--- config.mk ---
export PLATFORM = sky130hd
export DESIGN_NAME = slpcg_ctrl
export DESIGN_NICKNAME = d
export VERILOG_FILES = /design/src/include/slpcg_pkg.sv /design/src/slpcg_ctrl.sv
export SDC_FILE = /design/constraint.sdc
export NUM_CORES = 1
export LEC_CHECK = 0
export BUFFER_PORTS_ARGS = -buffer_cell sky130_fd_sc_hd__buf_4
export CAP_MARGIN = 20
export CORE_MARGIN = 2
export CORE_UTILIZATION = 40
export CTS_CLUSTER_SIZE = 16
export DETAILED_ROUTE_END_ITERATION = 10
export PLACE_DENSITY = 0.65
export SLEW_MARGIN = 20
export SYNTH_ARGS = -nofsm -noshare
export SYNTH_HDL_FRONTEND = slang
export SYNTH_SLANG_ARGS = --single-unit
--- constraint.sdc ---
create_clock -name pclk -period 1.8 [get_ports pclk]
set_input_delay 0.09 -clock pclk [delete_from_list [all_inputs] [get_ports pclk]]
set_output_delay 0.09 -clock pclk [all_outputs]
set_load 0.02 [all_outputs]
--- src/include/slpcg_pkg.sv ---
package slpcg_pkg;

  // ----------------------------------------------------------------
  // Register map and fields
  // ----------------------------------------------------------------
  localparam logic [7:0] ADDR_CTRL = 8'h00;
  localparam logic [7:0] ADDR_GATE = 8'h04;
  localparam logic [7:0] ADDR_STATUS = 8'h08;
  localparam int CTRL_ARM_BIT = 0;
  localparam int CTRL_SEL_LSB = 1;
  localparam int STAT_MODE_LSB = 4;
  localparam int STAT_EXT_BIT = 8;
  localparam int STAT_WDT_BIT = 9;
  localparam logic [7:0] GATE_WMASK = 8'hEF;
  localparam logic [7:0] GATE_RESET = 8'h00;
  localparam logic [2:0] SEL_RESET = 3'h0;
  localparam int GATE_CONV = 0;
  localparam int GATE_T2 = 6;
  localparam logic [2:0] BOD_DISABLED = 3'h7;

  // ----------------------------------------------------------------
  // Sleep state codes
  // ----------------------------------------------------------------
  localparam logic [2:0] MODE_IDLE = 3'h0;
  localparam logic [2:0] MODE_NRED = 3'h1;
  localparam logic [2:0] MODE_PDOWN = 3'h2;
  localparam logic [2:0] MODE_PSAVE = 3'h3;
  localparam logic [2:0] MODE_STBY = 3'h6;

  // ----------------------------------------------------------------
  // Timing, in clock cycles, and the counter width in bits
  // ----------------------------------------------------------------
  localparam int WAKE_HALT_CYCLES = 4;
  localparam int STANDBY_WAKE_CYCLES = 6;
  localparam int STARTUP_CYCLES_DEF = 16384;
  localparam int CNT_W = 16;

  typedef enum logic [3:0] {
    FSM_RUN = 4'b0001,
    FSM_SLEEP = 4'b0010,
    FSM_START = 4'b0100,
    FSM_HALT = 4'b1000
  } slpcg_fsm_t;

  typedef struct packed {
    logic ext_level_a;
    logic ext_level_b;
    logic ext_edge_a;
    logic ext_edge_b;
    logic pin_change;
    logic addr_match;
    logic timer_two_overflow;
    logic timer_two_compare;
    logic store_ready;
    logic converter_done;
    logic watchdog;
    logic other_io;
  } slpcg_wake_t;

  typedef struct packed {
    logic core_clock_domain;
    logic program_memory_clock;
    logic peripheral_io_clock;
    logic converter_clock;
    logic async_timer_clock;
    logic main_source_en;
    logic timer_osc_en;
  } slpcg_clk_t;

  typedef struct packed {
    logic comparator_off;
    logic comparator_mux_ok;
    logic input_buffers_off;
    logic brownout_en;
    logic watchdog_en;
    logic vref_en;
    logic extended_conversion;
  } slpcg_analog_t;

endpackage

--- src/slpcg_ctrl.sv ---
`timescale 1ns/10ps
module slpcg_ctrl #(
  parameter int STARTUP_CYCLES = slpcg_pkg::STARTUP_CYCLES_DEF
) (
  // Clock, reset, enable
  input wire logic pclk,
  input wire logic presetn,
  input wire logic clk_en,
  // APB slave
  input wire logic psel,
  input wire logic penable,
  input wire logic pwrite,
  input wire logic [7:0] paddr,
  input wire logic [31:0] pwdata,
  output logic [31:0] prdata,
  output logic pready,
  output logic pslverr,
  // Core
  input wire logic sleep_instr,
  input wire logic global_irq_enable,
  output logic core_resume,
  // Wake sources and timer two
  input wire slpcg_pkg::slpcg_wake_t wake_in,
  input wire logic [1:0] timer_two_irq_mask,
  input wire logic timer_two_running,
  input wire logic timer_two_async_select,
  // Analog and fuses
  input wire logic converter_enable,
  input wire logic conversion_start,
  input wire logic comparator_enable,
  input wire logic comparator_uses_ref,
  input wire logic watchdog_enable,
  input wire logic debug_enable_fuse,
  input wire logic [2:0] brownout_level_fuse,
  input wire logic crystal_clock_option,
  // Clock and power controls
  output slpcg_pkg::slpcg_clk_t clk_out,
  output logic [7:0] periph_clock_en,
  output logic [7:0] periph_io_blocked,
  output slpcg_pkg::slpcg_analog_t analog_out
);

  // ----------------------------------------------------------------
  // State
  // ----------------------------------------------------------------
  typedef struct packed {
    slpcg_pkg::slpcg_fsm_t fsm;
    logic [2:0] mode;
    logic [slpcg_pkg::CNT_W-1:0] cnt;
    logic sleep_arm;
    logic [2:0] sleep_state_select;
    logic [7:0] peripheral_clock_gate;
    logic conv_en_seen;
    logic resume;
    slpcg_pkg::slpcg_clk_t clk;
    logic [7:0] pclk_en;
    logic [7:0] io_blk;
    slpcg_pkg::slpcg_analog_t ana;
    logic rdy;
    logic err;
    logic [31:0] rdata;
  } slpcg_state_t;

  localparam logic [slpcg_pkg::CNT_W-1:0] HALT_LOAD = slpcg_pkg::CNT_W'(slpcg_pkg::WAKE_HALT_CYCLES - 1);
  localparam logic [slpcg_pkg::CNT_W-1:0] STBY_LOAD = slpcg_pkg::CNT_W'(slpcg_pkg::STANDBY_WAKE_CYCLES - 1);
  localparam logic [slpcg_pkg::CNT_W-1:0] START_LOAD = slpcg_pkg::CNT_W'(STARTUP_CYCLES - 1);

  slpcg_state_t st;
  slpcg_state_t next_st;

  // ----------------------------------------------------------------
  // Clock domains for the present state
  // ----------------------------------------------------------------
  logic asleep;
  logic m_idle;
  logic m_nred;
  logic m_psave;
  logic m_stby;
  logic io_on;
  logic adc_on;
  logic t2_sync_on;
  logic [7:0] eff_gate;
  logic [7:0] periph_on;

  assign asleep = (st.fsm == slpcg_pkg::FSM_SLEEP);
  assign m_idle = asleep && (st.mode == slpcg_pkg::MODE_IDLE);
  assign m_nred = asleep && (st.mode == slpcg_pkg::MODE_NRED);
  assign m_psave = asleep && (st.mode == slpcg_pkg::MODE_PSAVE);
  assign m_stby = asleep && (st.mode == slpcg_pkg::MODE_STBY);
  assign io_on = !asleep || m_idle;
  assign adc_on = !asleep || m_idle || m_nred;
  // Only timer two may see the synchronous clock in power-save
  assign t2_sync_on = m_psave && timer_two_running && !timer_two_async_select;

  // Timer two in asynchronous mode ignores its gating bit
  always_comb begin
    eff_gate = st.peripheral_clock_gate;
    eff_gate[slpcg_pkg::GATE_T2] = st.peripheral_clock_gate[slpcg_pkg::GATE_T2] && !timer_two_async_select;
  end

  // Deeper states stop the domain, so the gate only matters in active and idle, plus noise reduction for the converter and power-save for timer two
  for (genvar i = 0; i < 8; i++) begin : g_periph
    if (i == slpcg_pkg::GATE_CONV) begin : g_conv
      assign periph_on[i] = adc_on && !eff_gate[i];
    end else if (i == slpcg_pkg::GATE_T2) begin : g_t2
      // A gated synchronous timer stays stopped in power-save as well
      assign periph_on[i] = (io_on || t2_sync_on) && !eff_gate[i];
    end else begin : g_io
      assign periph_on[i] = io_on && !eff_gate[i];
    end
  end

  // ----------------------------------------------------------------
  // Next state
  // ----------------------------------------------------------------
  always_comb begin
    logic t2_wake;
    logic ext_level;
    logic ext_edge;
    logic wake;
    logic sel_ok;
    logic comp_auto_off;
    logic wr;
    logic rd;
    next_st = st;
    t2_wake = global_irq_enable &&
              ((wake_in.timer_two_overflow && timer_two_irq_mask[0]) ||
               (wake_in.timer_two_compare && timer_two_irq_mask[1]));
    ext_level = wake_in.ext_level_a || wake_in.ext_level_b || wake_in.pin_change;
    ext_edge = wake_in.ext_edge_a || wake_in.ext_edge_b;
    wake = 1'b0;
    sel_ok = 1'b0;
    comp_auto_off = asleep && !m_idle && !m_nred;
    wr = psel && penable && st.rdy && pwrite;
    rd = psel && !penable;

    // Accepted wake sources per sleep state; edges wake only from idle
    case (st.mode)
      slpcg_pkg::MODE_IDLE: begin
        wake = ext_level || ext_edge || wake_in.addr_match || t2_wake || wake_in.store_ready ||
               wake_in.converter_done || wake_in.watchdog || wake_in.other_io;
      end
      slpcg_pkg::MODE_NRED: begin
        wake = ext_level || wake_in.addr_match || t2_wake || wake_in.store_ready ||
               wake_in.converter_done || wake_in.watchdog;
      end
      slpcg_pkg::MODE_PSAVE: begin
        wake = ext_level || wake_in.addr_match || t2_wake || wake_in.watchdog;
      end
      default: begin
        wake = ext_level || wake_in.addr_match || wake_in.watchdog;
      end
    endcase

    case (st.sleep_state_select)
      slpcg_pkg::MODE_IDLE, slpcg_pkg::MODE_NRED, slpcg_pkg::MODE_PDOWN, slpcg_pkg::MODE_PSAVE: begin
        sel_ok = 1'b1;
      end
      slpcg_pkg::MODE_STBY: begin
        sel_ok = crystal_clock_option;
      end
      default: begin
        sel_ok = 1'b0;
      end
    endcase

    // Sleep sequencer
    next_st.resume = 1'b0;
    case (st.fsm)
      slpcg_pkg::FSM_RUN: begin
        if (sleep_instr && st.sleep_arm && sel_ok) begin
          next_st.fsm = slpcg_pkg::FSM_SLEEP;
          next_st.mode = st.sleep_state_select;
        end
      end
      slpcg_pkg::FSM_SLEEP: begin
        if (wake) begin
          if (st.mode == slpcg_pkg::MODE_STBY) begin
            next_st.fsm = slpcg_pkg::FSM_HALT;
            next_st.cnt = STBY_LOAD;
          end else if (st.mode == slpcg_pkg::MODE_PDOWN || st.mode == slpcg_pkg::MODE_PSAVE) begin
            next_st.fsm = slpcg_pkg::FSM_START;
            next_st.cnt = START_LOAD;
          end else begin
            next_st.fsm = slpcg_pkg::FSM_HALT;
            next_st.cnt = HALT_LOAD;
          end
        end
      end
      slpcg_pkg::FSM_START: begin
        if (st.cnt == '0) begin
          next_st.fsm = slpcg_pkg::FSM_HALT;
          next_st.cnt = HALT_LOAD;
        end else begin
          next_st.cnt = st.cnt - 1'b1;
        end
      end
      slpcg_pkg::FSM_HALT: begin
        if (st.cnt == '0) begin
          next_st.fsm = slpcg_pkg::FSM_RUN;
          next_st.resume = 1'b1;
        end else begin
          next_st.cnt = st.cnt - 1'b1;
        end
      end
      default: begin
        next_st.fsm = slpcg_pkg::FSM_RUN;
      end
    endcase

    // Clock and oscillator enables
    next_st.clk.core_clock_domain = (st.fsm == slpcg_pkg::FSM_RUN);
    next_st.clk.program_memory_clock = (st.fsm == slpcg_pkg::FSM_RUN);
    next_st.clk.peripheral_io_clock = io_on;
    next_st.clk.converter_clock = adc_on;
    next_st.clk.async_timer_clock = !asleep || m_idle || m_nred || m_psave;
    // A debug session must not lose its clock in any sleep state
    next_st.clk.main_source_en = debug_enable_fuse || !asleep || m_idle || m_nred ||
                                 m_stby || t2_sync_on;
    next_st.clk.timer_osc_en = timer_two_async_select && (!asleep || m_idle || m_nred || m_psave);
    next_st.pclk_en = periph_on;
    next_st.io_blk = eff_gate;

    // Analog housekeeping
    next_st.ana.comparator_off = comp_auto_off || !comparator_enable;
    next_st.ana.comparator_mux_ok = !st.peripheral_clock_gate[slpcg_pkg::GATE_CONV];
    next_st.ana.input_buffers_off = !io_on && !adc_on;
    next_st.ana.brownout_en = (brownout_level_fuse != slpcg_pkg::BOD_DISABLED);
    next_st.ana.watchdog_en = watchdog_enable;
    // A comparator set up on the reference keeps it on whatever the sleep state
    next_st.ana.vref_en = next_st.ana.brownout_en || converter_enable ||
                          (comparator_enable && comparator_uses_ref);
    // Converter enable is never forced off by sleep; a re-enable demands a long conversion
    next_st.conv_en_seen = converter_enable;
    if (converter_enable && !st.conv_en_seen) begin
      next_st.ana.extended_conversion = 1'b1;
    end else if (conversion_start) begin
      next_st.ana.extended_conversion = 1'b0;
    end

    // APB slave: ready in the first access cycle
    next_st.rdy = rd;
    next_st.err = 1'b0;
    if (rd) begin
      next_st.rdata = 32'h0000_0000;
      case (paddr)
        slpcg_pkg::ADDR_CTRL: begin
          next_st.rdata[slpcg_pkg::CTRL_ARM_BIT] = st.sleep_arm;
          next_st.rdata[slpcg_pkg::CTRL_SEL_LSB +: 3] = st.sleep_state_select;
        end
        slpcg_pkg::ADDR_GATE: begin
          next_st.rdata[7:0] = st.peripheral_clock_gate;
        end
        slpcg_pkg::ADDR_STATUS: begin
          next_st.rdata[3:0] = st.fsm;
          next_st.rdata[slpcg_pkg::STAT_MODE_LSB +: 3] = st.mode;
          next_st.rdata[slpcg_pkg::STAT_EXT_BIT] = st.ana.extended_conversion;
          next_st.rdata[slpcg_pkg::STAT_WDT_BIT] = st.ana.watchdog_en;
        end
        default: begin
          next_st.err = 1'b1;
        end
      endcase
    end
    if (wr) begin
      case (paddr)
        slpcg_pkg::ADDR_CTRL: begin
          next_st.sleep_arm = pwdata[slpcg_pkg::CTRL_ARM_BIT];
          next_st.sleep_state_select = pwdata[slpcg_pkg::CTRL_SEL_LSB +: 3];
        end
        slpcg_pkg::ADDR_GATE: begin
          next_st.peripheral_clock_gate = pwdata[7:0] & slpcg_pkg::GATE_WMASK;
        end
        default: begin
        end
      endcase
    end
  end

  // ----------------------------------------------------------------
  // State register
  // ----------------------------------------------------------------
  always_ff @(posedge pclk or negedge presetn) begin
    if (!presetn) begin
      st <= '0;
      st.fsm <= slpcg_pkg::FSM_RUN;
      st.sleep_state_select <= slpcg_pkg::SEL_RESET;
      st.peripheral_clock_gate <= slpcg_pkg::GATE_RESET;
      st.clk <= '1;
      st.clk.timer_osc_en <= 1'b0;
      st.pclk_en <= 8'hFF;
      st.ana.comparator_mux_ok <= 1'b1;
    end else if (clk_en) begin
      st <= next_st;
    end
  end

  // ----------------------------------------------------------------
  // Outputs
  // ----------------------------------------------------------------
  assign prdata = st.rdata;
  assign pready = st.rdy;
  assign pslverr = st.err;
  assign core_resume = st.resume;
  assign clk_out = st.clk;
  assign periph_clock_en = st.pclk_en;
  assign periph_io_blocked = st.io_blk;
  assign analog_out = st.ana;

endmodule

Yosys cells after proc, flatten, opt, wreduce, memory -nomap -nowiden
Cells that the tools add are included.
- register bits after elaboration: 76
- input bits: 74
- output and inout bits: 65
- logic and storage cells: 163
- add/subtract/negate cells: 1
- equality and inequality tests: 20
- mux-type cells: 25
- reductions and logical operators: 91
- operator list (cell ; number):
    $mux 16 ; 3
    $pmux 16 s3 ; 1
    $mux 33 ; 1
    $logic_or 1x1->1 ; 31
    $logic_and 1x1->1 ; 29
    $mux 14 ; 2
    $mux 4 ; 5
    $logic_not 1->1 ; 16
    $logic_not 16->1 ; 1
    $pmux 4 s4 ; 1
    $sub 16x1->16 const B ; 1
    $eq 3x2->1 const B ; 4
    $pmux 4 s3 ; 1
    $reduce_and 3->1 ; 3
    $eq 8x3->1 const B ; 1
    $eq 8x4->1 const B ; 1
    $logic_not 8->1 ; 1
    $mux 7 ; 1
    $eq 3x1->1 const B ; 2
    $eq 3x3->1 const B ; 2
    $logic_not 3->1 ; 2
    $mux 1 ; 6
    $ne 2x2->1 const B ; 3
    $pmux 3 s2 ; 1
    other kinds (16) ; 18

Logic depth before layout (Yosys ltp)
Gate-level depths: netlist of run 1.
- depth after elaboration: 12
- gate-level depth with buffers: 10
- depth with buffers taken out: 8

Least setup slack after synthesis of run 1
No wires, ideal clock.
- kind: reg-to-reg
- from: register st[78] in the netlist's numbering
- to: register st[97] in the netlist's numbering
- setup time: 0.105 ns
- arrival time: 1.879 ns
- required time: 1.695 ns
- setup slack: -0.183 ns
- cell stages (with the launch flop): 9
- path buffers: 1
- period minus slack after synthesis: 1.983 ns
- cells stage by stage: dfrtp_1 > inv_1 > ha_1 > nor4b_4 > nand2_1 > o21ai_1 > buf_4 > nand4_1 > a2111oi_2
- cells in the longest elaborated chain, start to end: 3
- elaborated cells between the ends (all ways): 4
- classes of those cells: 2 x eq/ne; 2 x reduce/logical
- RTL lines (element ; line ; source):
    start, declared ; slpcg_ctrl.sv:68 ; slpcg_state_t st;
    start signal, assigned ; slpcg_ctrl.sv:294 ; st <= next_st;
    $logic_not 16->1 * ; slpcg_ctrl.sv:191, slpcg_ctrl.sv:199 ;
    $ne 2x2->1 (no line) ; - ;
    $reduce_and 5->1 (no line) * ; - ;
Mark *: on every way between the ends. The rest lies on a longest branch, timed or not.
A chain may end at the register's enable or synchronous reset.

Final worst setup path of run 1
- from: register st[100] in the netlist's numbering
- to: register st[92] in the netlist's numbering
- cells in the longest elaborated chain, start to end: 3
- elaborated cells between the ends (all ways): 8
- classes of those cells: 5 x eq/ne; 1 x mux; 2 x reduce/logical
- RTL lines (element ; line ; source):
    $eq 4x4->1, or another cell as far along ; slpcg_ctrl.sv:169 ; case (st.fsm)
    $ne 2x2->1 (no line), or another cell as far along ; - ;
    $reduce_and 4->1 (no line) ; - ;
Several ways; a longest one is shown, not always the timed one.

==> results of run 1 <==
## path summary, 6_finish.rpt
path                             start            endpoint  depth (start not counted)
setup / recovery               st[100]              st[92]                          7
hold / removal                  clk_en          clk_out[5]                          2
setup reg to reg               st[100]              st[92]                          7
hold reg to reg            eff_gate[5]  periph_clock_en[5]                          1
max in group asynchronous      presetn          clk_out[2]                          3
min in group asynchronous      presetn              st[93]                          2
## final cells by class
| cell class | count | area, um^2 | area share (%) |
|---|---|---|---|
| clock buffers | 9 | 124 | 2.29 |
| multi-input cells | 272 | 1740 | 32.2 |
| clock inverters | 7 | 83.8 | 1.55 |
| repair buffers | 160 | 1280 | 23.6 |
| well taps | 136 | 170 | 3.15 |
| flip-flops and latches | 75 | 1900 | 35.1 |
| inverters | 30 | 113 | 2.08 |
## routing by layer
metal | vias to the layer above | GRT usage, % | share of wire [%]
met1 | 1643 | 25.2 | 45
met4 | 0 | 8.46 | 2.1
li1 | 1674 | - | -
met3 | 17 | 2.64 | 5.5
met5 | - | 0 | 0
met2 | 131 | 29.4 | 47
## cells in the final DEF, fill, tap and decap left out, types with 4 or more instances in the layout
master and instances:
a21oi_1 31, nor4_1 4, clkbuf_8 9, a22o_1 5
mux2i_1 7, nand3b_1 4, dlygate4sd3_1 13, a22oi_1 4
or4_1 5, o22ai_1 13, buf_4 144, nor2_1 24
inv_1 30, nand2_1 36, dfrtp_1 58, conb_1 23
nand3_1 4, and3_1 4, dfstp_2 14, o21ai_0 42
mux2_2 21
## power by group
| group | switching (mW) | leakage [nW] | total, mW | internal (mW) |
|---|---|---|---|---|
| logic | 0.251 | 1.59 | 0.453 | 0.202 |
| registers | 0.0315 | 0.927 | 1.77 | 1.74 |
| clock network | 0.699 | 0.102 | 1.36 | 0.664 |
## metrics by stage
stage	hold WS, ns	setup TNS, ns
2_1_floorplan	-0.206	-2.13
3_3_place_gp	0.117	-2.29
3_5_place_dp	0.117	-2.91
4_1_cts	0.00463	-3.21
5_1_grt	0.0274	-5.15
6_report	0.00594	-2.80
## kinds of logic after synthesis
logic type               count (synthesis)  share of synthesized area, %
AO/OA/AOI/OAI                          113                          16.4
XOR/XNOR                                 1                         0.211
adder cells (fa/ha/maj)                  1                         0.301
buffers and inverters                  109                          16.0
flip-flops                              75                          45.5
multiplexers                            29                          7.64
other                                    1                        0.0902
AND/OR/NAND/NOR                        105                          13.7
## sequential cells by signal, indices dropped and copies added, names as in the netlist
signal	flops
periph_io_blocked	7
periph_clock_en	8
pslverr	1
clk_out	5
pready	1
prdata	10
st	29
core_resume	1
analog_out	7
eff_gate	6
## repair_timing
item,in CTS,in global routing
hold buffers,13,0
hold endpoints to repair,53,0
setup buffers,5,1
setup endpoints to repair,19,19
gates cloned,0,1
pin swaps,3,4
resized for setup,10,2
==> results.md, run 1 <==
- Outcome: finished, violations left
- Failing checks: negative setup slack
- Routed WL: 10.1 mm
- Initial Util: 40.7%
- Root Buffer: clkbuf_8
- Placed insts: 653
- Worst skew pair latency: 0.37 ns
- Final hold vios: 0
- Post-route insts no fill: 689
- Detail Route Antenna Nets: 0
- Placement Cell Area: 4940 um^2
- ANT cells: 0
- Worst path most repeated cell: o21ai_1
- Ports: 139
- Routed via count: 3465
- DRC: 0
- R2r setup slk: -0.20 ns
- Reg clk slew, reported paths: 0.08 ns
- # setup viols final: 19
- Clock sink count: 75
- Num CTS Buffers: 9
- PnR worst setup slack: -0.201 ns
- CP endpoint kind: register
- Initial antenna violation count: 0
- Min Tclk post-route: 2.00 ns
- Die Height: 106 um
- Area growth syn-to-layout: 29.9%
- Flops & latches, synth: 75
- HP Class: in2reg
- Syn avg cell area: 9.58 um^2
- Power density over the cells: 664 nW/um^2
- DIE WIDTH: 106 um
- Top-count cell post-synth: buf_4
- PortBufs: 90
- Skew final: 0.00865 ns
- Tot GR Track Use: 18.5%
- Max clock buf depth: 2
- Core box area: 10200 um^2
- Tightest Pin Transition: 0.554 ns
- Unrepaired setup endpoints after global routing: yes
- Worst stage delay on the critical path: 0.50 ns
- DR iter-0 viols: 234
- Syn Inst Count: 434
- Synth warn: 0
- DIE AREA: 11200 um^2
- Largest net degree at the start of global routing: 44
- Sum of buffers and inverters on the critical path: 1
- Maximum clock frequency: 500 MHz
- Total design power: 3.59 mW
- EDFF count, synth: 0
- WP data required: 2.09 ns
- DR vias/cell: 5.03
- Rows: 37
- Detail Placement HPWL: 7.27 mm
- Arr. time, crit path: 2.29 ns
- FFs w/ async S/R, synth: 100%
- Gpl congestion: 0.800
- Worst-path maximum fanout: 16
- Max-Cap Viols: 0
- Crit-path cells: xor2_2 > o21ai_1 > nor2_1 > o2111ai_4 > buf_12 > or4_1 > o21ai_1
- Top cells by area, synth: dfrtp_1 37%, buf_4 12%, dfstp_2 8.8%
- CTS tree: done
- Slowest cell on the critical path: or4_1
- Critical path type: reg2reg
- Synthesized area: 4160 um^2
- Fin. max-slew vios: 0
- Global-route wire length before repair: 16.4 mm
- Setup crit start kind: register
- Fin util: 52.8%
- Tcrit/Tclk final: 111%
- Yosys top cell by area: dfrtp_1
- CP delay by family, top: simple AND/OR/NAND/NOR gates
- Final nets: 623
- GR Overflow Total: 0
- Main synth FF type: dfrtp_1
- Post-synth top area share: 36.7%
- Layout cells sized above 1: 39.6%
- Synth top cells by count: 64 x buf_4, 61 x dfrtp_1, 43 x o21ai_0
- Peak VDD IR: 0.313 mV
- Post-DR wirelength/cell: 14.6 um
- Sequential fraction of the synthesis area: 45.5%
- Yosys cell types: 50
- Depth of the CTS H-tree: 3
- P_leak: 2.62 nW
- First-pass DRT Iterations: 4
- Fillers: 913
- Vias in the first global route: 3398
- Pre-CTS setup slack: -0.308 ns
- Slew margin rel.: 63.1%
- Fin area: 5400 um^2
No activity file was read; power rests on OpenSTA's default activity.
==> inputs of run 2 (changes only) <==
- CORE_UTILIZATION: 40 -> 46
- PLACE_DENSITY: 0.65 -> 0.74
==> results.md, run 2 (synthesized netlist as in run 1, its figures left out) <==
- Outcome: finished, violations left
- Failing checks: negative setup slack
- Hold Startpoint: timer_two_async_select
- Rows: 34
- Sequential power share: 48.1%
- PnR worst setup slack: -0.243 ns
- Clock power share: 39.3%
- DRC: 0
- CP endpoint kind: register
- Arr. time, crit path: 2.27 ns
- WP data required: 2.03 ns
- Die Height: 99.1 um
- Vias in the first global route: 3413
- Clock sink count: 75
- Routed WL: 10.7 mm
- Ports: 139
- Final hold vios: 0
- Commonest non-fill, non-tap cell in the layout: buf_4
- NetSw: 0.944 mW
- First-pass DRT Iterations: 5
- Sw Share: 25.7%
- Tot GR Track Use: 21.2%
- Layout cells sized above 1: 42.9%
- Root Buffer: clkbuf_8
- Initial Util: 47.5%
- Peak VDD IR: 0.352 mV
- Initial antenna violation count: 0
- DIE AREA: 9820 um^2
- Worst Setup SP: st[100]
- Power density over the cells: 666 nW/um^2
- P_leak: 2.70 nW
- Placement Cell Area: 4960 um^2
- Gpl congestion: 0.872
- PortBufs: 90
- # setup viols final: 20
- R2R cell count: 5
- Area growth syn-to-layout: 32.6%
- Logic pwr share: 12.5%
- Hold-critical path depth: 3
- Worst skew pair latency: 0.35 ns
- Internal power: 2.73 mW
- Largest net degree at the start of global routing: 41
- Detail Placement HPWL: 7.37 mm
- Routed via count: 3603
- Max clock buf depth: 2
- Post-DR wirelength/cell: 15.9 um
- Setup TNS: -3.88 ns
- R2r setup slk: -0.24 ns
- Commonest cells after routing, fill and taps aside: 153 x buf_4, 61 x dfrtp_1, 33 x nand2_1
- Fin. max-slew vios: 0
- Num CTS Buffers: 9
- DIE WIDTH: 99.1 um
- Detail Route Antenna Nets: 0
- Core box area: 8760 um^2
- Largest reg by FF count: st
- Tcrit/Tclk final: 114%
- Global-route wire length before repair: 16.5 mm
- Unrepaired setup endpoints after global routing: yes
- DR vias/cell: 5.38
- GR Overflow Total: 0
- Final nets: 632
- CTS tree: done
- HP Class: in2reg
- Max-Cap Viols: 0
- Reg clk slew, reported paths: 0.08 ns
- Worst-path maximum fanout: 3
- DR iter-0 viols: 245
- Min Tclk post-route: 2.04 ns
- Critical path type: reg2reg
- Skew final: 0.0121 ns
- Fin area: 5520 um^2
- Max reg flops: 29
- Launch point of the worst reg-to-reg path: st[100]
- Depth of the CTS H-tree: 3
- Setup crit start kind: register
- ANT cells: 0
- Maximum clock frequency: 489 MHz
-- run 2: cell count changes in the layout (fill, tap and decap cells not counted), moves of 3 or more --
| cell | change |
|---|---|
| buf_4 | +9 |
| dfrtp_1 | +3 |
| dfrtp_2 | -3 |
| nand2_1 | -3 |
| nand2_2 | +3 |
| o21ai_0 | -15 |
| o21ai_1 | +13 |
-- run 2: layout make-up --
class	instances	area [um^2]
clock inverter	6	90.1
tap	108	135
clock buffer	10	128
inverter	30	113
sequential	75	1890
multi-input combinational	272	1800
fill	695	3250
timing repair buffer	169	1360
-- run 2: worst paths after layout --
kind                                            to
worst max-delay path                        st[99]
worst min-delay path                    clk_out[0]
worst max register to register              st[99]
worst min register to register  periph_clock_en[7]
max in group asynchronous            analog_out[5]
min in group asynchronous                   st[90]
-- run 2: worst max-delay path, cell delays in order, from the launching register on --
cell and delay [ns]:
dfrtp_1 0.41, or4b_4 0.56, nor3_4 0.20, o2111ai_4 0.18, nand4_1 0.24, mux2_4 0.33
-- run 2: power by group through the flow --
| stage | Sequential [mW] | Combinational [mW] | Clock (mW) |
|---|---|---|---|
| 2_1_floorplan | 1.80 | 0.279 | 0 |
| 3_3_place_gp | 1.80 | 0.423 | 0 |
| 3_5_place_dp | 1.80 | 0.431 | 0 |
| 4_1_cts | 1.77 | 0.452 | 1.46 |
| 5_1_grt | 1.77 | 0.498 | 1.53 |
| 6_report | 1.77 | 0.459 | 1.45 |
-- run 2: per-layer routing --
| metal | vias to the layer above | share of wire (%) | track usage (%) |
|---|---|---|---|
| met5 | - | 0 | 0 |
| met4 | 0 | 2.1 | 8.11 |
| met3 | 19 | 5.8 | 4.18 |
| met2 | 140 | 49 | 34.5 |
| met1 | 1767 | 43 | 28.0 |
| li1 | 1677 | - | - |
-- run 2: timing repair --
action                                  in CTS  in global routing
endpoints found under the hold margin       45                  0
hold buffers                                11                  0
endpoints found under the setup margin      20                 22
cloned                                       0                  2
resized for setup                           15                 28
setup buffers                                1                  8
pin swaps                                    3                 13
-- run 2: stage by stage --
step / total power [mW] / worst slack (ns) / util, % / hold slack [ns] / cells
after detailed placement: 2.23 / -0.302 / 56.6 / 0.0857 / 632
final: 3.67 / -0.243 / 62.9 / 0.0214 / 670
after global placement: 2.22 / -0.173 / 56.6 / 0.0745 / 632
after floorplan: 2.08 / -0.165 / - / -0.206 / 456
after CTS: 3.68 / -0.231 / 60.6 / 0.000844 / 660
after global routing: 3.80 / -0.325 / 62.9 / 0.0128 / 670
